### config.mk
export PLATFORM = sky130hd
export DESIGN_NAME = pinit_sequencer
export DESIGN_NICKNAME = d
export VERILOG_FILES = /design/src/verilog/pinit_pkg.sv /design/src/verilog/pinit_sequencer.sv /design/src/verilog/pinit_tick.sv /design/src/verilog/pinit_fifo.sv
export SDC_FILE = /design/constraint.sdc
export NUM_CORES = 1
export LEC_CHECK = 0
export CAP_MARGIN = 40
export CORE_UTILIZATION = 35
export DETAILED_ROUTE_END_ITERATION = 16
export DONT_BUFFER_PORTS = 1
export SLEW_MARGIN = 20
export SYNTH_ARGS = -nofsm -noshare
export SYNTH_HDL_FRONTEND = slang
export SYNTH_HIERARCHICAL = 1
export SYNTH_SLANG_ARGS = --single-unit
### constraint.sdc
create_clock -name SYS_CLK -period 8.1 [get_ports SYS_CLK]
set_input_delay 1.62 -clock SYS_CLK [delete_from_list [all_inputs] [get_ports SYS_CLK]]
set_output_delay 1.62 -clock SYS_CLK [all_outputs]
set_load 0.05 [all_outputs]
### src/verilog/pinit_pkg.sv
// Shared constants and types for the power-up initialization sequencer.
`default_nettype none

package pinit_pkg;

    // ----------------------------------------------------------------
    // Clock and timing
    // ----------------------------------------------------------------
    localparam int CLK_FREQ_HZ = 40_000_000;
    localparam int US_PER_SEC = 1_000_000;
    localparam int CYCLES_PER_US = CLK_FREQ_HZ / US_PER_SEC;
    localparam logic [15:0] ASYNC_PERIOD_US = 16'd228;

    // ----------------------------------------------------------------
    // Register map, byte addresses
    // ----------------------------------------------------------------
    localparam logic [7:0] REG_CFG_OFF = 8'h00;
    localparam logic [7:0] REG_USER_OFF = 8'h04;
    localparam logic [7:0] REG_STAT_OFF = 8'h08;

    // Fields of link_configuration_reg.
    localparam int CFG_MODE_LSB = 0;
    localparam int CFG_EXT_INIT_BIT = 2;
    localparam int CFG_EXT_ERR_BIT = 3;
    localparam int CFG_MASK_LSB = 4;
    localparam logic [7:0] CFG_RESET = 8'h10;
    localparam logic [31:0] USER_RESET = 32'h0000_0000;

    // Fields of the status register.
    localparam int STAT_PHASE_LSB = 0;
    localparam int STAT_NORMAL_BIT = 2;
    localparam int STAT_PROG_BIT = 3;
    localparam int STAT_DATA_BIT = 4;
    localparam int STAT_REP_LSB = 8;
    localparam int STAT_NIB_LSB = 16;

    // Link mode encodings held in the configuration register.
    localparam logic [1:0] MODE_ASYNC = 2'h0;
    localparam logic [1:0] MODE_SYNC = 2'h1;
    localparam logic [1:0] MODE_DAISY = 2'h2;

    // ----------------------------------------------------------------
    // Sequence constants and reserved 10-bit codes
    // ----------------------------------------------------------------
    localparam logic [5:0] FIELDS_STD = 6'h20;
    localparam logic [5:0] FIELDS_EXT = 6'h30;
    localparam logic [3:0] K_ASYNC = 4'h8;
    localparam logic [3:0] K_SYNC = 4'h4;
    localparam logic [3:0] COUNT_STD_HI = 4'h2;
    localparam logic [3:0] COUNT_EXT_HI = 4'h3;
    localparam logic [3:0] COUNT_LO = 4'h0;
    localparam logic [9:0] CODE_ID_BASE = 10'h200;
    localparam logic [9:0] CODE_DATA_BASE = 10'h210;
    localparam logic [9:0] CODE_BUSY = 10'h1e8;
    localparam logic [9:0] CODE_READY = 10'h1e7;
    localparam logic [9:0] CODE_DEFECT = 10'h1f4;
    localparam logic [9:0] CODE_ST_ERR = 10'h1ea;

    typedef struct packed {
        logic [1:0] slot;
        logic [9:0] code;
    } pinit_word_type;

    localparam int WORD_W = $bits(pinit_word_type);

endpackage : pinit_pkg

`default_nettype wire

### src/verilog/pinit_sequencer.sv
// Power-up initialization sequencer: silent, configuration, status phases.
//
// Implementation choices: the address map and the plain strobed port.
`timescale 1ns/1ps
`default_nettype none

// How it works
// - After reset the block walks a silent phase, a configuration phase and a status phase in that order.
// - Once the status phase ends the block enters normal mode and stays there until reset.
// - In asynchronous mode every initialization word goes out under source identifier 0 only.
// - In synchronous mode the same word goes out once in the slot of each enabled source identifier.
// - In daisy chain mode every word goes out in the source identifier 0 slot.
// - The silent phase waits the settle delay, then the filter start time, then opens the watch window.
// - If no programming entry is seen within the watch window the configuration phase begins.
// - Each nibble is sent as an ID word then a data word, the pair repeated k times, nibbles ascending.
// - Each nibble repetition costs exactly two periods, the ID word in one and the data word in the next.
// - The configuration phase covers 32 nibbles, or 48 when extended initialization is selected.
// - The repetition count k is 8 in asynchronous mode and 4 in synchronous mode.
// - ID words use codes 0x200 to 0x20f for block IDs 1 to 16.
// - Data words use codes 0x210 to 0x21f for nibble values 0 to 15.
// - Nibbles 2 and 3 carry the block count, 0010 0000 normally or 0011 0000 when extended.
// - Nibble 1 carries user byte 0 low, nibbles 4 to 9 carry user bytes 1 to 3 low then high.

module pinit_sequencer
    import pinit_pkg::*;
#(
    parameter logic [15:0] POR_SETTLE_US = 16'd1000,
    parameter logic [15:0] FILTER_START_US = 16'd500,
    parameter logic [15:0] PME_WINDOW_US = 16'd2000,
    parameter int FIFO_DEPTH = 16
) (
    input wire logic SYS_CLK,
    input wire logic RST_B,
    input wire logic [7:0] ADDR,
    input wire logic [31:0] WDATA,
    input wire logic WR,
    input wire logic RD,
    output logic [31:0] RDATA,
    input wire logic SYNC_PULSE,
    input wire logic PROG_ENTRY,
    input wire logic SELFTEST_DONE,
    input wire logic SELFTEST_FAIL,
    input wire logic TX_READY,
    output logic TX_VALID,
    output pinit_word_type TX_WORD,
    output logic [1:0] INIT_PHASE,
    output logic NORMAL_MODE
);

    // ----------------------------------------------------------------
    // State and storage
    // ----------------------------------------------------------------
    typedef enum logic [3:0] {
        ST_SETTLE,
        ST_FILTER,
        ST_WATCH,
        ST_PROGRAM,
        ST_CFG_WAIT,
        ST_CFG_EMIT,
        ST_STAT_WAIT,
        ST_STAT_EMIT,
        ST_NORMAL
    } pinit_state_type;

    pinit_state_type state_reg;
    pinit_state_type state_next;
    logic [7:0] link_configuration_reg;
    logic [31:0] user_data_reg;
    logic [31:0] rdata_reg;
    logic [15:0] timer_reg;
    logic [1:0] slot_reg;
    logic is_data_reg;
    logic [3:0] rep_reg;
    logic [5:0] nib_reg;
    logic [9:0] stat_code_reg;
    logic final_reg;
    logic fail_reg;
    logic [1:0] phase_reg;
    logic normal_reg;
    logic sp_meta_reg;
    logic sp_sync_reg;
    logic sp_prev_reg;
    logic pe_meta_reg;
    logic pe_sync_reg;
    logic us_tick;
    logic fifo_in_ready;
    logic [3:0] nib_val;

    // ----------------------------------------------------------------
    // Register decode and configuration fields
    // ----------------------------------------------------------------
    wire logic sel_cfg = (ADDR == REG_CFG_OFF);
    wire logic sel_user = (ADDR == REG_USER_OFF);
    wire logic sel_stat = (ADDR == REG_STAT_OFF);
    wire logic [1:0] mode = link_configuration_reg[CFG_MODE_LSB +: 2];
    wire logic extended_init_fields_sel =
        link_configuration_reg[CFG_EXT_INIT_BIT];
    wire logic extended_error_msg_sel =
        link_configuration_reg[CFG_EXT_ERR_BIT];
    wire logic [3:0] slot_mask = link_configuration_reg[CFG_MASK_LSB +: 4];
    wire logic [7:0] user_byte_0 = user_data_reg[7:0];
    wire logic [7:0] user_byte_1 = user_data_reg[15:8];
    wire logic [7:0] user_byte_2 = user_data_reg[23:16];
    wire logic [7:0] user_byte_3 = user_data_reg[31:24];
    wire logic is_async = (mode == MODE_ASYNC);
    wire logic is_sync = (mode == MODE_SYNC);

    wire logic [31:0] stat_word = {10'h000, nib_reg, 4'h0, rep_reg,
        3'h0, is_data_reg, (state_reg == ST_PROGRAM), normal_reg,
        phase_reg};
    wire logic [31:0] rd_mux =
        sel_cfg ? {24'h000000, link_configuration_reg} :
        sel_user ? user_data_reg :
        sel_stat ? stat_word : 32'h0000_0000;

    // ----------------------------------------------------------------
    // Timing
    // ----------------------------------------------------------------
    // Time bases count microseconds so the 16-bit timer covers every
    // window without a wide cycle counter.
    pinit_tick #(
        .DIV(CYCLES_PER_US)
    ) u_tick (
        .clk(SYS_CLK),
        .rst_b(RST_B),
        .tick(us_tick)
    );

    wire logic [15:0] limit_sel =
        (state_reg == ST_SETTLE) ? POR_SETTLE_US :
        (state_reg == ST_FILTER) ? FILTER_START_US :
        (state_reg == ST_WATCH) ? PME_WINDOW_US : ASYNC_PERIOD_US;
    wire logic timeout = us_tick && (timer_reg == limit_sel - 16'd1);
    wire logic sync_edge = sp_sync_reg && !sp_prev_reg;
    wire logic wait_st = (state_reg == ST_CFG_WAIT) ||
        (state_reg == ST_STAT_WAIT);
    // Asynchronous mode paces itself; the other modes follow the sync line.
    wire logic period_evt = wait_st &&
        (is_async ? timeout : sync_edge);

    // ----------------------------------------------------------------
    // Word selection
    // ----------------------------------------------------------------
    wire logic [3:0] k_sel = is_async ? K_ASYNC : K_SYNC;
    wire logic [5:0] fields_sel =
        extended_init_fields_sel ? FIELDS_EXT : FIELDS_STD;
    wire logic [3:0] id_idx = 4'(nib_reg - 6'd1);

    always_comb begin
        case (nib_reg)
            6'd1: nib_val = user_byte_0[3:0];
            6'd2: nib_val = extended_init_fields_sel ?
                COUNT_EXT_HI : COUNT_STD_HI;
            6'd3: nib_val = COUNT_LO;
            6'd4: nib_val = user_byte_1[3:0];
            6'd5: nib_val = user_byte_1[7:4];
            6'd6: nib_val = user_byte_2[3:0];
            6'd7: nib_val = user_byte_2[7:4];
            6'd8: nib_val = user_byte_3[3:0];
            6'd9: nib_val = user_byte_3[7:4];
            default: nib_val = 4'h0;
        endcase
    end

    wire logic [9:0] cfg_code = is_data_reg ?
        {CODE_DATA_BASE[9:4], nib_val} :
        {CODE_ID_BASE[9:4], id_idx};
    wire logic [9:0] defect_code =
        extended_error_msg_sel ? CODE_ST_ERR : CODE_DEFECT;
    wire logic [9:0] status_now = !SELFTEST_DONE ? CODE_BUSY :
        SELFTEST_FAIL ? defect_code : CODE_READY;

    // ----------------------------------------------------------------
    // Slot emission into the FIFO
    // ----------------------------------------------------------------
    wire logic emit_st = (state_reg == ST_CFG_EMIT) ||
        (state_reg == ST_STAT_EMIT);
    wire logic slot_en = is_sync ? slot_mask[slot_reg] :
        (slot_reg == 2'd0);
    wire logic push = emit_st && slot_en;
    wire logic accept = emit_st && (!slot_en || fifo_in_ready);
    wire logic emit_done = accept && (slot_reg == 2'd3);
    wire logic last_cfg = is_data_reg && (rep_reg == k_sel - 4'd1) &&
        (nib_reg == fields_sel);
    pinit_word_type push_word;
    assign push_word = {slot_reg, (state_reg == ST_STAT_EMIT) ?
        stat_code_reg : cfg_code};

    pinit_fifo #(
        .WIDTH(WORD_W),
        .DEPTH(FIFO_DEPTH)
    ) u_fifo (
        .clk(SYS_CLK),
        .rst_b(RST_B),
        .in_valid(push),
        .in_ready(fifo_in_ready),
        .in_data(push_word),
        .out_valid(TX_VALID),
        .out_ready(TX_READY),
        .out_data(TX_WORD)
    );

    // ----------------------------------------------------------------
    // Phase sequencing
    // ----------------------------------------------------------------
    always_comb begin
        state_next = state_reg;
        unique case (state_reg)
            ST_SETTLE: if (timeout) state_next = ST_FILTER;
            ST_FILTER: if (timeout) state_next = ST_WATCH;
            ST_WATCH: begin
                if (pe_sync_reg) begin
                    state_next = ST_PROGRAM;
                end else if (timeout) begin
                    state_next = ST_CFG_WAIT;
                end
            end
            ST_CFG_WAIT: if (period_evt) state_next = ST_CFG_EMIT;
            ST_CFG_EMIT: begin
                if (emit_done) begin
                    state_next = last_cfg ? ST_STAT_WAIT : ST_CFG_WAIT;
                end
            end
            ST_STAT_WAIT: if (period_evt) state_next = ST_STAT_EMIT;
            ST_STAT_EMIT: begin
                if (emit_done) begin
                    state_next = final_reg ? ST_NORMAL : ST_STAT_WAIT;
                end
            end
            ST_PROGRAM, ST_NORMAL: state_next = state_reg;
        endcase
    end

    wire logic [1:0] phase_next =
        (state_next == ST_NORMAL) ? 2'd0 :
        (state_next == ST_STAT_WAIT || state_next == ST_STAT_EMIT) ? 2'd3 :
        (state_next == ST_CFG_WAIT || state_next == ST_CFG_EMIT) ? 2'd2 :
        2'd1;

    // Reset restarts the whole walk from the silent phase.
    always_ff @(posedge SYS_CLK or negedge RST_B) begin
        if (!RST_B) begin
            state_reg <= ST_SETTLE;
            phase_reg <= 2'd1;
            normal_reg <= 1'b0;
        end else begin
            state_reg <= state_next;
            phase_reg <= phase_next;
            normal_reg <= (state_next == ST_NORMAL);
        end
    end

    always_ff @(posedge SYS_CLK or negedge RST_B) begin
        if (!RST_B) begin
            timer_reg <= 16'h0000;
        end else if (state_next != state_reg || period_evt) begin
            timer_reg <= 16'h0000;
        end else if (us_tick) begin
            timer_reg <= timer_reg + 16'd1;
        end
    end

    // ID/data toggle, repetition and nibble counters advance per emission.
    always_ff @(posedge SYS_CLK or negedge RST_B) begin
        if (!RST_B) begin
            slot_reg <= 2'd0;
            is_data_reg <= 1'b0;
            rep_reg <= 4'h0;
            nib_reg <= 6'd1;
        end else begin
            if (accept) begin
                slot_reg <= slot_reg + 2'd1;
            end
            if (emit_done && state_reg == ST_CFG_EMIT) begin
                is_data_reg <= !is_data_reg;
                if (is_data_reg) begin
                    if (rep_reg == k_sel - 4'd1) begin
                        rep_reg <= 4'h0;
                        nib_reg <= nib_reg + 6'd1;
                    end else begin
                        rep_reg <= rep_reg + 4'd1;
                    end
                end
            end
        end
    end

    // Latching the status once per period keeps every slot identical.
    always_ff @(posedge SYS_CLK or negedge RST_B) begin
        if (!RST_B) begin
            stat_code_reg <= CODE_BUSY;
            final_reg <= 1'b0;
            fail_reg <= 1'b0;
        end else if (period_evt && state_reg == ST_STAT_WAIT) begin
            stat_code_reg <= status_now;
            final_reg <= SELFTEST_DONE;
            fail_reg <= SELFTEST_DONE && SELFTEST_FAIL;
        end
    end

    // ----------------------------------------------------------------
    // Pin synchronisers
    // ----------------------------------------------------------------
    always_ff @(posedge SYS_CLK or negedge RST_B) begin
        if (!RST_B) begin
            sp_meta_reg <= 1'b0;
            sp_sync_reg <= 1'b0;
            sp_prev_reg <= 1'b0;
            pe_meta_reg <= 1'b0;
            pe_sync_reg <= 1'b0;
        end else begin
            sp_meta_reg <= SYNC_PULSE;
            sp_sync_reg <= sp_meta_reg;
            sp_prev_reg <= sp_sync_reg;
            pe_meta_reg <= PROG_ENTRY;
            pe_sync_reg <= pe_meta_reg;
        end
    end

    // ----------------------------------------------------------------
    // Register port
    // ----------------------------------------------------------------
    // Configuration writes are accepted at any time, but a change during
    // the configuration phase mixes old and new settings in one sequence.
    always_ff @(posedge SYS_CLK or negedge RST_B) begin
        if (!RST_B) begin
            link_configuration_reg <= CFG_RESET;
            user_data_reg <= USER_RESET;
            rdata_reg <= 32'h0000_0000;
        end else begin
            if (WR && sel_cfg) begin
                link_configuration_reg <= WDATA[7:0];
            end
            if (WR && sel_user) begin
                user_data_reg <= WDATA;
            end
            rdata_reg <= RD ? rd_mux : 32'h0000_0000;
        end
    end

    assign RDATA = rdata_reg;
    assign INIT_PHASE = phase_reg;
    assign NORMAL_MODE = normal_reg;
endmodule : pinit_sequencer

`default_nettype wire

### src/verilog/pinit_tick.sv
// Divider that makes a one-cycle enable pulse every DIV clocks.
`timescale 1ns/1ps
`default_nettype none

module pinit_tick #(
    parameter int DIV = 40
) (
    input wire logic clk,
    input wire logic rst_b,
    output logic tick
);
    localparam int CW = (DIV > 1) ? $clog2(DIV) : 1;
    localparam logic [CW-1:0] LAST = CW'(DIV - 1);

    logic [CW-1:0] cnt_reg;
    wire logic at_last = (cnt_reg == LAST);

    always_ff @(posedge clk or negedge rst_b) begin
        if (!rst_b) begin
            cnt_reg <= '0;
            tick <= 1'b0;
        end else begin
            cnt_reg <= at_last ? '0 : cnt_reg + 1'b1;
            tick <= at_last;
        end
    end

endmodule : pinit_tick

`default_nettype wire

### src/verilog/pinit_fifo.sv
// Word FIFO with a registered output stage and valid/ready on both sides.
`timescale 1ns/1ps
`default_nettype none

module pinit_fifo #(
    parameter int WIDTH = 12,
    parameter int DEPTH = 16
) (
    input wire logic clk,
    input wire logic rst_b,
    input wire logic in_valid,
    output logic in_ready,
    input wire logic [WIDTH-1:0] in_data,
    output logic out_valid,
    input wire logic out_ready,
    output logic [WIDTH-1:0] out_data
);
    localparam int AW = $clog2(DEPTH);
    localparam logic [AW:0] FULL_CNT = (AW+1)'(DEPTH);

    logic [WIDTH-1:0] mem [DEPTH];
    logic [AW-1:0] wr_ptr_reg;
    logic [AW-1:0] rd_ptr_reg;
    logic [AW:0] cnt_reg;

    assign in_ready = (cnt_reg != FULL_CNT);
    wire logic push = in_valid && in_ready;
    wire logic load = (cnt_reg != '0) && (!out_valid || out_ready);

    always_ff @(posedge clk) begin
        if (push) begin
            mem[wr_ptr_reg] <= in_data;
        end
    end

    always_ff @(posedge clk or negedge rst_b) begin
        if (!rst_b) begin
            wr_ptr_reg <= '0;
            rd_ptr_reg <= '0;
            cnt_reg <= '0;
            out_valid <= 1'b0;
            out_data <= '0;
        end else begin
            wr_ptr_reg <= push ? AW'(wr_ptr_reg + 1'b1) : wr_ptr_reg;
            rd_ptr_reg <= load ? AW'(rd_ptr_reg + 1'b1) : rd_ptr_reg;
            cnt_reg <= cnt_reg + (AW+1)'(push) - (AW+1)'(load);
            if (load) begin
                out_valid <= 1'b1;
                out_data <= mem[rd_ptr_reg];
            end else if (out_ready) begin
                out_valid <= 1'b0;
            end
        end
    end
endmodule : pinit_fifo

`default_nettype wire

## Word level (Yosys, flattened, before mapping)

Memories as Yosys holds them, arrays and structs flattened. A register that Yosys moved wholly into a read port is not among the register bits.
Cells that the tools add are included.

| word-level totals | value |
|---|---|
| input port bits | 49 |
| logic and storage cells | 147 |
| memories | 1 |
| output and inout port bits | 48 |
| bits in registers | 145 |
| memory bits (writable) | 192 |

| operators by class | value |
|---|---|
| equal/unequal tests | 31 |
| magnitude comparators | 1 |
| add/sub/neg operators | 12 |
| muxes and demuxes | 42 |
| reductions and logical operators | 36 |

Memory list:

| memory | words | bits a word | read ports | clocked after memory_dff | write ports | RTL line | source |
|---|---|---|---|---|---|---|---|
| u_fifo.mem | 16 | 12 | 1 | 1 | 1 | pinit_fifo.sv:21 | `logic [WIDTH-1:0] mem [DEPTH];` |

Operators with widths:

| cell | count |
|---|---|
| $mux 32 | 3 |
| $pmux 4 s8 | 2 |
| $mux 4 | 11 |
| $mux 11 | 3 |
| $eq 4x3->1 const B | 8 |
| $mux 16 | 2 |
| $mux 5 | 5 |
| $eq 6x3->1 const B | 4 |
| $mux 22 | 1 |
| $add 16x1->16 const B | 1 |
| $eq 16x16->1 | 1 |
| $logic_and 1x1->1 | 14 |
| $add 4x1->4 const B | 3 |
| $add 6x1->6 const B | 2 |
| $eq 6x4->1 const B | 2 |
| $sub 11x1->12 const B | 1 |
| $mux 10 | 1 |
| $eq 4x2->1 const B | 2 |
| $eq 4x4->1 const B | 2 |
| $eq 8x3->1 const B | 1 |
| $eq 8x4->1 const B | 1 |
| $logic_not 8->1 | 1 |
| $mux 1 | 8 |
| $mux 2 | 4 |
| 26 further kinds | 39 |

## Depth between registers and ports, before layout

Gate-level depths: netlist of run 1.

| logic depth | value |
|---|---|
| depth after elaboration | 16 |
| mapped depth | 15 |
| gate-level depth less buffers | 14 |

## Hierarchy

Netlist of run 1, hierarchy kept.

Modules (own cells, without submodules):

| module | instances | cells an instance | sequential area each (um^2) | area each (um^2) |
|---|---|---|---|---|
| pinit_fifo | 1 | 415 | 6,416.2 | 8,510.7 |
| pinit_sequencer | 1 | 511 | 2,982.9 | 5,749.3 |
| pinit_tick | 1 | 22 | 175.2 | 280.3 |

## Worst setup path after synthesis of run 1

No wires, ideal clock.

| timing path | value |
|---|---|
| kind | input -> register |
| start point | input port TX_READY |
| end point | register u_fifo.cnt_reg[4] |
| slack | 4.646 ns |
| buffers on the path | 1 |
| required time | 8.020 ns |
| arrival time | 3.374 ns |
| library setup time | 0.080 ns |
| cell stages on the path | 13 |
| cells stage by stage | nand2b_1 -> nand2b_1 -> buf_2 -> inv_1 -> ha_1 -> inv_1 -> ha_1 -> inv_1 -> fa_1 -> inv_1 -> a21oi_1 -> o21bai_1 -> xnor2_1 |

| on the way | value |
|---|---|
| longest elaborated chain between the ends | 3 |

RTL lines:

| what | RTL line | source |
|---|---|---|
| start: declaration | pinit_sequencer.sv:43 | `input wire logic TX_READY,` |
| $logic_or 1x1->1 | pinit_fifo.sv:28 | `wire logic load = (cnt_reg != '0) && (!out_valid \|\| out_ready);` |
| $logic_and 1x1->1 | pinit_fifo.sv:28 |  |
| via u_fifo.load | pinit_fifo.sv:28 |  |
| $sub 5x1->5 | pinit_fifo.sv:46 | `cnt_reg <= cnt_reg + (AW+1)'(push) - (AW+1)'(load);` |
| end signal: assignment | pinit_fifo.sv:46 |  |
| end: declaration | pinit_fifo.sv:24 | `logic [AW:0] cnt_reg;` |

The timed path passes the listed nets, and every way through them passes these cells.
A chain may end at the register's enable or synchronous reset.

## Worst setup path in the final report of run 1

| timing path | value |
|---|---|
| start point | register slot_reg[0] |
| end point | register u_fifo.cnt_reg[4] |

| on the way | value |
|---|---|
| longest elaborated chain between the ends | 7 |
| elaborated cells between the ends (all ways) | 8 |
| classes of those cells | add/sub: 2; mux: 3; reduce/logical: 3 |

RTL lines:

| what | RTL line | source |
|---|---|---|
| start: declaration | pinit_sequencer.sv:71 | `logic [1:0] slot_reg;` |
| start signal: assignment | pinit_sequencer.sv:272 | `slot_reg <= slot_reg + 2'd1;` |
| $bmux 1 s2 | pinit_sequencer.sv:178 | `wire logic slot_en = is_sync ? slot_mask[slot_reg] :` |
| $mux 1 (not written as such) | pinit_sequencer.sv:178 |  |
| $mux 1 (*) | pinit_sequencer.sv:178 |  |
| $logic_and 1x1->1 (*) | pinit_sequencer.sv:180 | `wire logic push = emit_st && slot_en;` |
| via push | pinit_sequencer.sv:180 |  |
| $logic_and 1x1->1 (*) | pinit_fifo.sv:27 | `wire logic push = in_valid && in_ready;` |
| via u_fifo.push | pinit_fifo.sv:27 |  |
| $add 5x1->5 (*) | pinit_fifo.sv:46 |  |
| $sub 5x1->5 (*) | pinit_fifo.sv:46 |  |

Mark *: on every way through the listed nets, which the timed path passes. The rest lies on a longest branch. The select of a mux whose other input is x is not followed.

==> results of run 1 <==
==> through the flow <==
step / instances / setup WS, ps / power [mW] / hold WS [ps]
after floorplan: 948 / 4650 / 2.42 / 331
after global placement: 1447 / 3770 / 2.53 / 335
after detailed placement: 1454 / 4290 / 2.55 / 340
after CTS: 1518 / 4760 / 4.17 / 353
after global routing: 1520 / 4530 / 4.28 / 365
final: 1520 / 4820 / 4.12 / 350
==> logic make-up after synthesis <==
group	share of synthesized area (%)
multiplexers	13.3
AND/OR/NAND/NOR	8.18
XOR/XNOR	2.41
buffers and inverters	2.46
flip-flops	65.8
AO/OA/AOI/OAI	5.85
adder cells (fa/ha/maj)	1.94
==> layout make-up <==
class	count	area [sq um]	area share, %
Timing Repair Buffer	22	170	1.04
Clock inverter	15	131	0.804
Multi-Input combinational cell	525	4630	28.4
Clock buffer	49	1030	6.32
Sequential cell	344	9580	58.6
Tap cell	532	666	4.08
Inverter	33	124	0.758
==> layer usage <==
layer	global-route usage (%)	up-vias
met2	21.8	167
met4	3.62	0
met5	0	-
met3	3.25	36
li1	-	3599
met1	21.1	4069
==> how the worst min path moves through the flow <==
stage / to / slack [ps] / start
6_report: sp_sync_reg / 350 / sp_meta_reg
5_1_grt: sp_sync_reg / 370 / sp_meta_reg
4_1_cts: sp_sync_reg / 350 / sp_meta_reg
3_5_place_dp: sp_sync_reg / 340 / sp_meta_reg
3_3_place_gp: pe_sync_reg / 340 / pe_meta_reg
2_1_floorplan: pe_sync_reg / 330 / pe_meta_reg
==> worst max-delay path, delay by kind of cell (launching register included) <==
| kind | cells | cell delay [ps] |
|---|---|---|
| xor gates and xnor gates | 1 | 120 |
| AOI/OAI and AO/OA | 2 | 200 |
| and+or+nand+nor | 2 | 350 |
| muxes | 2 | 790 |
| DFF | 1 | 750 |
| buffers and inverters | 3 | 460 |
| adders and majority gates | 2 | 500 |
==> cells in the mapped netlist, types with 5 or more instances <==
library cell / number / area [sq um]
mux2_2: 46 / 518
and3_1: 8 / 50.1
dfrtp_1: 148 / 3700
o22ai_1: 13 / 81.3
inv_1: 31 / 116
and2_1: 23 / 144
nor4_1: 6 / 37.5
nand4_1: 8 / 50.1
nor3b_1: 13 / 97.6
a211oi_1: 13 / 97.6
mux4_2: 50 / 1130
nand2b_1: 5 / 31.3
nand3_1: 16 / 80.1
a22oi_1: 12 / 90.1
a31oi_1: 7 / 43.8
nor2b_1: 7 / 43.8
ha_1: 21 / 263
a21oi_1: 16 / 80.1
buf_2: 11 / 55.1
mux2i_1: 29 / 290
a21o_1: 13 / 97.6
nor3_1: 22 / 110
nand3b_1: 6 / 45.0
nand2_1: 43 / 161
clkbuf_1: 24 / 90.1
xor2_1: 12 / 105
xnor2_1: 28 / 245
nor2_1: 47 / 176
edfxtp_1: 192 / 5770
o21ai_0: 14 / 70.1
==> power by group <==
group	total, mW	internal (mW)	switching (mW)
clock	1.62	0.957	0.663
sequential	2.05	1.89	0.160
combinational	0.448	0.208	0.240
==> results.md, run 1 <==
| Result | This run |
| --- | --- |
| Status | finished clean |
| WL met2 | 13,900 um |
| Utilization after layout | 39.9% |
| Die Outline Area | 42,400 sq um |
| TritonCTS buffer count | 36 |
| Final critical delay including setup and external delays | 3280 ps |
| Clock latency on the worst-skew pair | 530 ps |
| Pins over their slew limit | 0 |
| Final setup violation count | 0 |
| Commonest cells after routing, fill and taps aside | 192 x edfxtp_1, 147 x dfrtp_1, 50 x mux4_2 |
| Proportion of synthesized flip-flops having asynchronous set or reset | 44.2% |
| Maximum clock frequency | 305 MHz |
| Number of cell rows | 74 |
| Number of hold violations in the final report | 0 |
| Boundary pin count | 97 |
| Core ar. | 40,900 sq um |
| Sum of net half-perimeters after detailed placement | 19,300 um |
| Worst Path Max Fanout | 19 |
| Max FFs per register | 192 |
| Via count | 7,871 |
| Kind of path behind the tightest hold check | reg -> reg |
| Routed wire length per instance | 19.8 um |
| Synthesis-stage register bit count | 344 |
| Worst slew pin tran | 827 ps |
| Final design area excluding fillers | 16,300 sq um |
| Layout Skew | 25.5 ps |
| Cell depth of the worst flop-to-flop path | 12 |
| Met3 WL post-DR | 1550 um |
| Worst-path cell with the longest stage delay | dfrtp_1 |
| Maximum clock path buffer count | 3 |
| Arrival time worst endpoint | 3700 ps |
| Vias in the first global route | 8,098 |
| Remaining antenna violation count after routing | 0 |
| Total negative setup slack | 0 ps |
| Met1 wire length | 14,300 um |
| Post-CTS setup buffer count | 0 |
| Antenna cells | 0 |
| Resize count post-CTS | 0 |
| Total Wirelength | 30,200 um |
| Hold path depth | 0 |
| Total cell area at the placement stage | 15,200 sq um |
| Crit path largest cell delay | 750 ps |
| Count of nets after finishing | 1,033 |
| Setup repair after global routing missed its margin | no |
| Initial core utilization | 35.5% |
| Average footprint of a synthesized cell | 15.3 sq um |
| Top layer used by detailed routing | met4 |
| Iteration count of the initial detailed-routing pass | 5 |
| Post-synthesis instance total | 948 |
| Largest voltage drop on the vdd net | 0.000126 V |
| Setup crit end | u_fifo/cnt_reg[4] |
| Power per Cell Area | 252 nW/um^2 |
| Clock tree root driver cell | clkbuf_16 |
| Total of hold buffers inserted after clock tree synthesis | 0 |
| Final period util | 40.5% |
| Number of nets in the synthesized netlist | 1,019 |
| Die Span X | 206 um |
| Pin count of the biggest net entering global routing | 153 |
| Max transition margin | 44.4% |
| Most frequent cell on the critical path | inv_1 |
| Die boundary height | 206 um |
| RR Startpoint | slot_reg[0] |
| Number of DRC markers after the initial detailed-route iteration | 544 |
| Path type of the worst setup path | reg -> reg |
| Cell-by-cell listing of the critical path | mux4_2 > mux2i_1 > nor2_1 > nand2_1 > clkinv_1 > ha_1 > inv_1 > fa_1 > inv_1 > a21oi_1 > o21bai_1 > xnor2_1 |
| Fill cells | 3,759 |
| Worst r2r dst | u_fifo/cnt_reg[4] |
| Crit path from | slot_reg[0] |
| Critical path capture point type | flop |
| Yosys Warn Count | 6 |
| Netlist Area Pre-Place | 14,500 sq um |
| Sinks on the clock net | 344 |
| Count of flip-flops with a built-in enable after synthesis | 192 |
| Port Buf Inserts | 0 |
| Global-route wire length before repair | 47,000 um |
| Initial antenna violation count | 0 |
| Clock-pin slew on the worst setup and hold paths | 60 ps |
| Remaining design rule violation count | 0 |
| Total routing resource utilization after global routing | 14.5% |
| Synthesis-to-finish area growth | 12.3% |
| Vias per Instance | 5.18 |
| Prevailing post-synth register cell | edfxtp_1 |
| Distinct cells, synth | 75 |
| Deepest level of the CTS H-tree | 2 |
| Seq/Total Area, Yosys | 65.8% |
| Flop2flop setup slack | 4820 ps |
| LEAKAGE | 6.12 nW |
| Fraction of final layout cells with drive strength greater than 1 | 19.6% |
| TritonCTS clock tree | done |
| Routability congestion estimate from global placement | 0.770 |
| Required @ worst endpoint | 8510 ps |
| Grt ovf | 0 |
| Max-cap violations | 0 |
| Most common cell after layout, fill and taps aside | edfxtp_1 |
| Crit path launch type | flop |
(Power assumes the default switching activity.)
==> run 2, diff against run 1 <==
--- a/config.mk
+++ b/config.mk
@@ -5,6 +5,7 @@
 export SDC_FILE = /design/constraint.sdc
 export NUM_CORES = 1
 export LEC_CHECK = 0
+export ABC_AREA = 1
 export CAP_MARGIN = 40
 export CORE_UTILIZATION = 35
 export DETAILED_ROUTE_END_ITERATION = 16
==> constraint.sdc (replaced) <==
create_clock -name SYS_CLK -period 2.9 [get_ports SYS_CLK]
set_input_delay 0.58 -clock SYS_CLK [delete_from_list [all_inputs] [get_ports SYS_CLK]]
set_output_delay 0.58 -clock SYS_CLK [all_outputs]
set_load 0.05 [all_outputs]
==> run 2 against run 1 <==
Net effect:
- the flow now finishes with violations (negative hold slack)
- via count is 37% higher
- synthesized cell count is 71% higher
- wire length is 16% higher
- cell area is 8.6% higher
- first-iteration DRC count is 47% higher
- combinational power grew to 6.2 times the previous value
- flip-flop and latch count stayed put
- cell count is 49% higher
- critical path type unchanged
- largest power group unchanged
==> results.md, run 2 <==
| Result | This run | vs previous |
| --- | --- | --- |
| Total routing resource utilization after global routing | 15.9% | was 14.5% |
| Clock latency on the worst-skew pair | 540 ps | was 530 ps |
| Path type of the worst setup path | reg -> reg | unchanged |
| WL met2 | 16,900 um | was 13,900 um |
| Max-cap violations | 0 | unchanged |
| Worst slew pin tran | 654 ps | was 827 ps |
| Complex-gate fraction of the synthesized area | 3.91% | was 5.85% |
| Total area of sequential cells | 9580 sq um | about the same |
| Layout Cells excl Fill | 2,268 | was 1,520 |
| Synthesis-stage register bit count | 344 | unchanged |
| Pins over their slew limit | 0 | unchanged |
| Critical path capture point type | flop | unchanged |
| Grt ovf | 0 | unchanged |
| Proportion of synthesized flip-flops having asynchronous set or reset | 44.2% | unchanged |
| Met1 wire length | 15,400 um | was 14,300 um |
| Worst Path Max Fanout | 16 | was 19 |
| Setup repair after global routing missed its margin | no | unchanged |
| Count of flip-flops with a built-in enable after synthesis | 192 | unchanged |
| Status | finished, violations left | was finished clean |
| Most common cell after layout, fill and taps aside | nand2_1 | was edfxtp_1 |
| Final period util | 90.5% | was 40.5% |
| Number of hold violations in the final report | 152 | was 0 |
| Most numerous cell types in the synthesized netlist | 431 x nand2_1, 264 x inv_1, 194 x nand3_1 | was 192 x edfxtp_1, 148 x dfrtp_1, 50 x mux4_2 |
| Violated checks | negative hold slack |  |
| Netlist Area Pre-Place | 15,700 sq um | was 14,500 sq um |
| Adder-cell share of the synthesized area | 1.80% | was 1.94% |
| Top layer used by detailed routing | met4 | unchanged |
| Layout Skew | 24.9 ps | was 25.5 ps |
| Final critical delay including setup and external delays | 2620 ps | was 3280 ps |
| Final setup violation count | 0 | unchanged |
| Power per Cell Area | 758 nW/um^2 | was 252 nW/um^2 |
| Kind of path behind the tightest hold check | in -> async | was reg -> reg |
| Routed wire length per instance | 15.4 um | was 19.8 um |
| Iteration count of the initial detailed-routing pass | 5 | unchanged |
| Final hold slack | -257 ps | was 350 ps |
| Remaining antenna violation count after routing | 0 | unchanged |
| Cell types occupying the most area after synthesis | edfxtp_1 37%, dfrtp_1 24%, nand2_1 10%, inv_1 6.3%, nand3_1 6.2% | was edfxtp_1 40%, dfrtp_1 25%, mux4_2 7.7%, mux2_2 3.6%, mux2i_1 2.0% |
| Top-area cell type share of the netlist area | 36.7% | was 39.7% |
| Crit path launch type | flop | unchanged |
| Vias in the first global route | 10,835 | was 8,098 |
| Setup crit end | u_fifo/mem[8][3] | was u_fifo/cnt_reg[4] |
| Synthesis-to-finish area growth | 13.1% | was 12.3% |
| Synth Area in Simple Gates | 22.1% | was 8.18% |
| Sinks on the clock net | 344 | unchanged |
| Maximum clock path buffer count | 3 | unchanged |
| Global-route wire length before repair | 57,000 um | was 47,000 um |
| Die Outline Area | 45,700 sq um | was 42,400 sq um |
| Cell depth of the worst flop-to-flop path | 8 | was 12 |
| Die Span X | 214 um | was 206 um |
| Distinct cells, synth | 52 | was 75 |
| Sum of net half-perimeters after detailed placement | 22,300 um | was 19,300 um |
| Yosys Warn Count | 6 | unchanged |
| Number of nets in the synthesized netlist | 1,694 | was 1,019 |
| Commonest cells after routing, fill and taps aside | 431 x nand2_1, 264 x inv_1, 194 x nand3_1 | was 192 x edfxtp_1, 147 x dfrtp_1, 50 x mux4_2 |
| Flop2flop setup slack | 280 ps | was 4820 ps |
| Final design area excluding fillers | 17,700 sq um | was 16,300 sq um |
| RR Startpoint | nib_reg[0] | was slot_reg[0] |
| Routability congestion estimate from global placement | 0.822 | was 0.770 |
| Antenna cells | 0 | unchanged |
| Worst r2r dst | u_fifo/mem[8][3] | was u_fifo/cnt_reg[4] |
| Number of DRC markers after the initial detailed-route iteration | 797 | was 544 |
| Pin count of the biggest net entering global routing | 153 | unchanged |
| Deepest level of the CTS H-tree | 2 | unchanged |
| Initial antenna violation count | 0 | unchanged |
| Seq/Total Area, Yosys | 61.0% | was 65.8% |
| Total Wirelength | 34,900 um | was 30,200 um |
| Post-synthesis instance total | 1,623 | was 948 |
| LEAKAGE | 8.09 nW | was 6.12 nW |
| Core ar. | 44,200 sq um | was 40,900 sq um |
| Number of cell rows | 77 | was 74 |
| Boundary pin count | 97 | unchanged |
| Average footprint of a synthesized cell | 9.67 sq um | was 15.3 sq um |
| Max transition margin | 56.4% | was 44.4% |
| Max FFs per register | 192 | unchanged |
| Arrival time worst endpoint | 2730 ps | was 3700 ps |
| Initial core utilization | 35.5% | about the same |
| Required @ worst endpoint | 3010 ps | was 8510 ps |
| Met3 WL post-DR | 1780 um | was 1550 um |
| TritonCTS clock tree | done | unchanged |
| Total negative setup slack | 0 ps | unchanged |
| Number of placed instances with taps included | 2,201 | was 1,454 |
| Clock-pin slew on the worst setup and hold paths | 60 ps | about the same |
| Library cell with the largest summed area after synthesis | edfxtp_1 | unchanged |
| Fill cells | 4,262 | was 3,759 |
| Library cell with the highest instance count after synthesis | nand2_1 | was edfxtp_1 |
| Clock tree root driver cell | clkbuf_16 | unchanged |
| Multi-input gate area in the final layout | 4760 sq um | was 4630 sq um |
| Die boundary height | 214 um | was 206 um |
| Port Buf Inserts | 0 | unchanged |
| Count of nets after finishing | 1,719 | was 1,033 |
| Total cell area at the placement stage | 16,500 sq um | was 15,200 sq um |
| Maximum clock frequency | 381 MHz | was 305 MHz |
| Combinational family with the most area after synthesis | simple AND/OR/NAND/NOR gates | was multiplexers |
| Prevailing post-synth register cell | edfxtp_1 | unchanged |
| Largest voltage drop on the vdd net | 0.000466 V | was 0.000126 V |
| Crit path from | nib_reg[0] | was slot_reg[0] |
| TritonCTS buffer count | 37 | was 36 |
| Via count | 10,800 | was 7,871 |
| Remaining design rule violation count | 0 | unchanged |
| Fraction of final layout cells with drive strength greater than 1 | 9.55% | was 19.6% |
| Post-CTS setup buffer count | 0 | unchanged |
| Vias per Instance | 4.76 | was 5.18 |
| Xor/xnor share of the synthesized area | 1.73% | was 2.41% |
| Fraction of synthesized area in multiplexers | 0.710% | was 13.3% |
## run 2: changes by cell type in the layout (fill, tap and decap cells not counted), moves of 28 or more
cell / before / now
mux2_2: 46 / 6
mux2i_1: 29 / 1
nand3_1: 16 / 194
nand2_1: 43 / 431
mux4_2: 50 / 0
inv_1: 31 / 264
## run 2: cells by family after synthesis
logic type | count (synthesis)
mux | 10
buf+inv | 331
simple gates | 776
compound gates | 109
fa+ha+maj | 22
flops | 344
xor+xnor | 31
## run 2: critical path, stage by stage (launching register included)
cell,delay (ps)
dfstp_2,600
inv_1,120
ha_1,260
nand3_1,180
o22ai_1,110
a221oi_1,230
o2111ai_1,200
nand3_1,110
nand2_1,370
## run 2: layer usage
metal	GRT usage, %	vias up
met4	4.85	0
li1	-	5277
met3	2.78	54
met5	0	-
met2	27.5	245
met1	20.3	5224
## run 2: worst min path at each step
stage                     start  cells past startpoint               end
after floorplan           RST_B                      0     INIT_PHASE[1]
after global routing      RST_B                      0  u_fifo/out_valid
after detailed placement  RST_B                      0     timer_reg[12]
after global placement    RST_B                      0     timer_reg[12]
after CTS                 RST_B                      0      state_reg[0]
final                     RST_B                      0  u_fifo/out_valid
## run 2: repair_timing
item,in CTS,in global routing
gates resized for setup,0,1
endpoints found under the hold margin,152,152
endpoints found under the setup margin,0,1
## run 2: report_power, final
part	total [mW]	internal, mW	switching (mW)
Combinational	2.79	0.856	1.93
Clock	4.92	2.98	1.95
Sequential	5.74	5.31	0.424
## run 2: metrics by stage
step	util (%)	hold slack [ps]	power, mW	setup WS [ps]
2_1_floorplan	-	284	7.91	149
3_3_place_gp	37.2	290	8.55	262
3_5_place_dp	37.2	289	8.65	205
4_1_cts	40.1	-288	13.6	186
5_1_grt	40.1	-281	14.1	52.1
6_report	40.1	-257	13.5	275
## run 2: cell type report
type	count	share of cell area, %
multi-input cells	948	26.8
inverters	274	5.81
clock inverters	15	1.37
flip-flops and latches	344	54.0
clock buffers	52	5.87
well taps	592	4.17
repair buffers	43	2.00
==> run 3, diff against run 2 <==
==> constraint.sdc (replaced) <==
create_clock -name SYS_CLK -period 2.7 [get_ports SYS_CLK]
set_input_delay 0.54 -clock SYS_CLK [delete_from_list [all_inputs] [get_ports SYS_CLK]]
set_output_delay 0.54 -clock SYS_CLK [all_outputs]
set_load 0.05 [all_outputs]
==> run 3 against run 2 <==
Net effect:
- the run still ends with negative hold slack left
- die area is the same
- largest power group unchanged
- hold slack worse by 47 ps
- sequential share of layout area about the same
- worst setup slack got worse by 100 ps
- global-route usage increased by 0.24 points
- fmax grew 3.8%
- flip-flop and latch count is the same
- via count increased by 0.62%
- clock skew shrank 8.4 ps
==> results.md, run 3 (same netlist as run 2, synthesis figures left out) <==
| Result | This run | vs previous |
| --- | --- | --- |
| Status | finished, violations left | unchanged |
| Violated checks | negative hold slack | unchanged |
| Crit path launch type | flop | unchanged |
| Die Outline Area | 45,700 sq um | unchanged |
| Number of placed instances with taps included | 2,209 | was 2,201 |
| Least setup slack across all paths after layout | 172 ps | was 275 ps |
| Total routing resource utilization after global routing | 16.1% | was 15.9% |
| Sum of net half-perimeters after detailed placement | 23,100 um | was 22,300 um |
| Final hold slack | -304 ps | was -257 ps |
| Final design area excluding fillers | 17,700 sq um | about the same |
| Global-route wire length before repair | 57,200 um | was 57,000 um |
| Placement-stage worst setup slack | 201 ps | was 205 ps |
| Most frequent cell on the critical path | nand3_1 | unchanged |
| Worst slew pin tran | 708 ps | was 654 ps |
| Kind of path behind the tightest hold check | in -> async | unchanged |
| Largest voltage drop on the vdd net | 0.000625 V | was 0.000466 V |
| Clock latency on the worst-skew pair | 540 ps | about the same |
| Maximum clock path buffer count | 3 | unchanged |
| Initial core utilization | 35.5% | unchanged |
| Worst Path Max Fanout | 16 | unchanged |
| TritonCTS clock tree | done | unchanged |
| Crit path largest cell delay | 600 ps | about the same |
| Arrival time worst endpoint | 2660 ps | was 2730 ps |
| Clock tree root driver cell | clkbuf_16 | unchanged |
| Final period util | 93.6% | was 90.5% |
| Vias in the first global route | 10,499 | was 10,835 |
| Number of hold violations in the final report | 152 | unchanged |
| Bufs and invs on worst path | 1 | unchanged |
| Antenna cells | 0 | unchanged |
| Layout Cells excl Fill | 2,282 | was 2,268 |
| Count of nets after finishing | 1,732 | was 1,719 |
| Final setup violation count | 0 | unchanged |
| Routability congestion estimate from global placement | 0.839 | was 0.822 |
| TritonCTS buffer count | 37 | unchanged |
| Fraction of final layout cells with drive strength greater than 1 | 10.3% | was 9.55% |
| Max transition margin | 52.8% | was 56.4% |
| Layout Skew | 16.4 ps | was 24.9 ps |
| Number of cell rows | 77 | unchanged |
| Path type of the worst setup path | reg -> reg | unchanged |
| Remaining antenna violation count after routing | 0 | unchanged |
| Cell-by-cell listing of the critical path | inv_1 > ha_1 > nand3_1 > o22ai_1 > a221oi_1 > o2111ai_1 > nand3_1 > nand2_1 | unchanged |
| Via count | 10,867 | was 10,800 |
| Top delay family on crit path | simple AND/OR/NAND/NOR gates | unchanged |
| Synthesis-to-finish area growth | 13.1% | about the same |
| Port Buf Inserts | 0 | unchanged |
| Number of DRC markers after the initial detailed-route iteration | 832 | was 797 |
| Power per Cell Area | 794 nW/um^2 | was 758 nW/um^2 |
| Die boundary height | 214 um | unchanged |
| Remaining design rule violation count | 0 | unchanged |
| Setup repair after global routing missed its margin | no | unchanged |
| Sinks on the clock net | 344 | unchanged |
| Max-cap violations | 0 | unchanged |
| Total negative setup slack | 0 ps | unchanged |
| Required @ worst endpoint | 2830 ps | was 3010 ps |
| Pin count of the biggest net entering global routing | 153 | unchanged |
| Final critical delay including setup and external delays | 2530 ps | was 2620 ps |
| Boundary pin count | 97 | unchanged |
| Initial antenna violation count | 0 | unchanged |
| Max FFs per register | 192 | unchanged |
| Most common cell after layout, fill and taps aside | nand2_1 | unchanged |
| Routed wire length per instance | 15.8 um | was 15.4 um |
| Worst-path cell with the longest stage delay | dfstp_2 | unchanged |
| Vias per Instance | 4.76 | about the same |
| Iteration count of the initial detailed-routing pass | 6 | was 5 |
| Grt ovf | 0 | unchanged |
| Deepest level of the CTS H-tree | 2 | unchanged |
| Core ar. | 44,200 sq um | unchanged |
| Commonest cells after routing, fill and taps aside | 431 x nand2_1, 264 x inv_1, 194 x nand3_1 | unchanged |
| Critical path capture point type | flop | unchanged |
| Die Span X | 214 um | unchanged |
| Maximum clock frequency | 396 MHz | was 381 MHz |
| LEAKAGE | 8.11 nW | was 8.09 nW |
| Total cell area at the placement stage | 16,500 sq um | about the same |
| Clock-pin slew on the worst setup and hold paths | 60 ps | about the same |
| Total Wirelength | 36,100 um | was 34,900 um |
| Pins over their slew limit | 0 | unchanged |
## run 3: cell count changes in the layout (fill, tap and decap cells not counted), moves of 2 or more
cell	change
clkbuf_1	+2
buf_12	+2
bufinv_16	-3
clkbuf_8	-4
inv_6	+3
clkinv_2	+7
buf_4	+12
## run 3: final timing paths
check	from	endpoint	slack (ps)	cells after the start
max reg2reg	nib_reg[0]	u_fifo/mem[7][3]	170	8
min	RST_B	u_fifo/cnt_reg[1]	-300	0
max in group asynchronous	RST_B	nib_reg[0]	2740	0
min in group SYS_CLK	SYNC_PULSE	sp_meta_reg	40	0
min reg2reg	pe_meta_reg	pe_sync_reg	350	0
max	nib_reg[0]	u_fifo/mem[7][3]	170	8
## run 3: per-stage QoR
step / hold slack (ps) / power, mW / util [%]
final: -304 / 14.1 / 40.1
after global routing: -329 / 14.8 / 40.1
after CTS: -322 / 14.3 / 40.0
after detailed placement: 255 / 9.35 / 37.4
after global placement: 249 / 9.28 / 37.4
after floorplan: 244 / 8.50 / -
## run 3: where the power goes
group          leakage, nW  total (mW)  internal [mW]  switching [mW]
logic                 3.89        3.05          0.944            2.11
clock network        0.571        4.88           2.81            2.07
registers             3.65        6.17           5.71           0.459
## run 3: timing repair
item | in CTS | in global routing
buffers inserted | 0 | 5
setup endpoints to repair | 0 | 17
hold endpoints to repair | 152 | 152
gates resized for setup | 0 | 1
## run 3: area by class of cell
class                      count  area [sq um]
fill                        4321         26500
sequential                   344          9580
multi-input combinational    948          4780
inverter                     274          1030
clock buffer                  50           995
tap                          592           741
timing repair buffer          56           458
clock inverter                18           165
## run 3: routing by layer
layer  global-route usage [%]  vias up  routed length [um]
met5                        0        -                   0
met3                     2.68       75                1990
met1                     21.6     5195               16100
li1                         -     5303                   -
met2                     26.5      294               16900
met4                     5.37        0                1060
## run 3: worst register-to-register path, delay by kind of cell (launching register included)
| kind | cells | cell delay, ps |
|---|---|---|
| and+or+nand+nor | 3 | 640 |
| DFF | 1 | 600 |
| AOI/OAI and AO/OA | 3 | 480 |
| adders and majority gates | 1 | 270 |
| buffers and inverters | 1 | 130 |
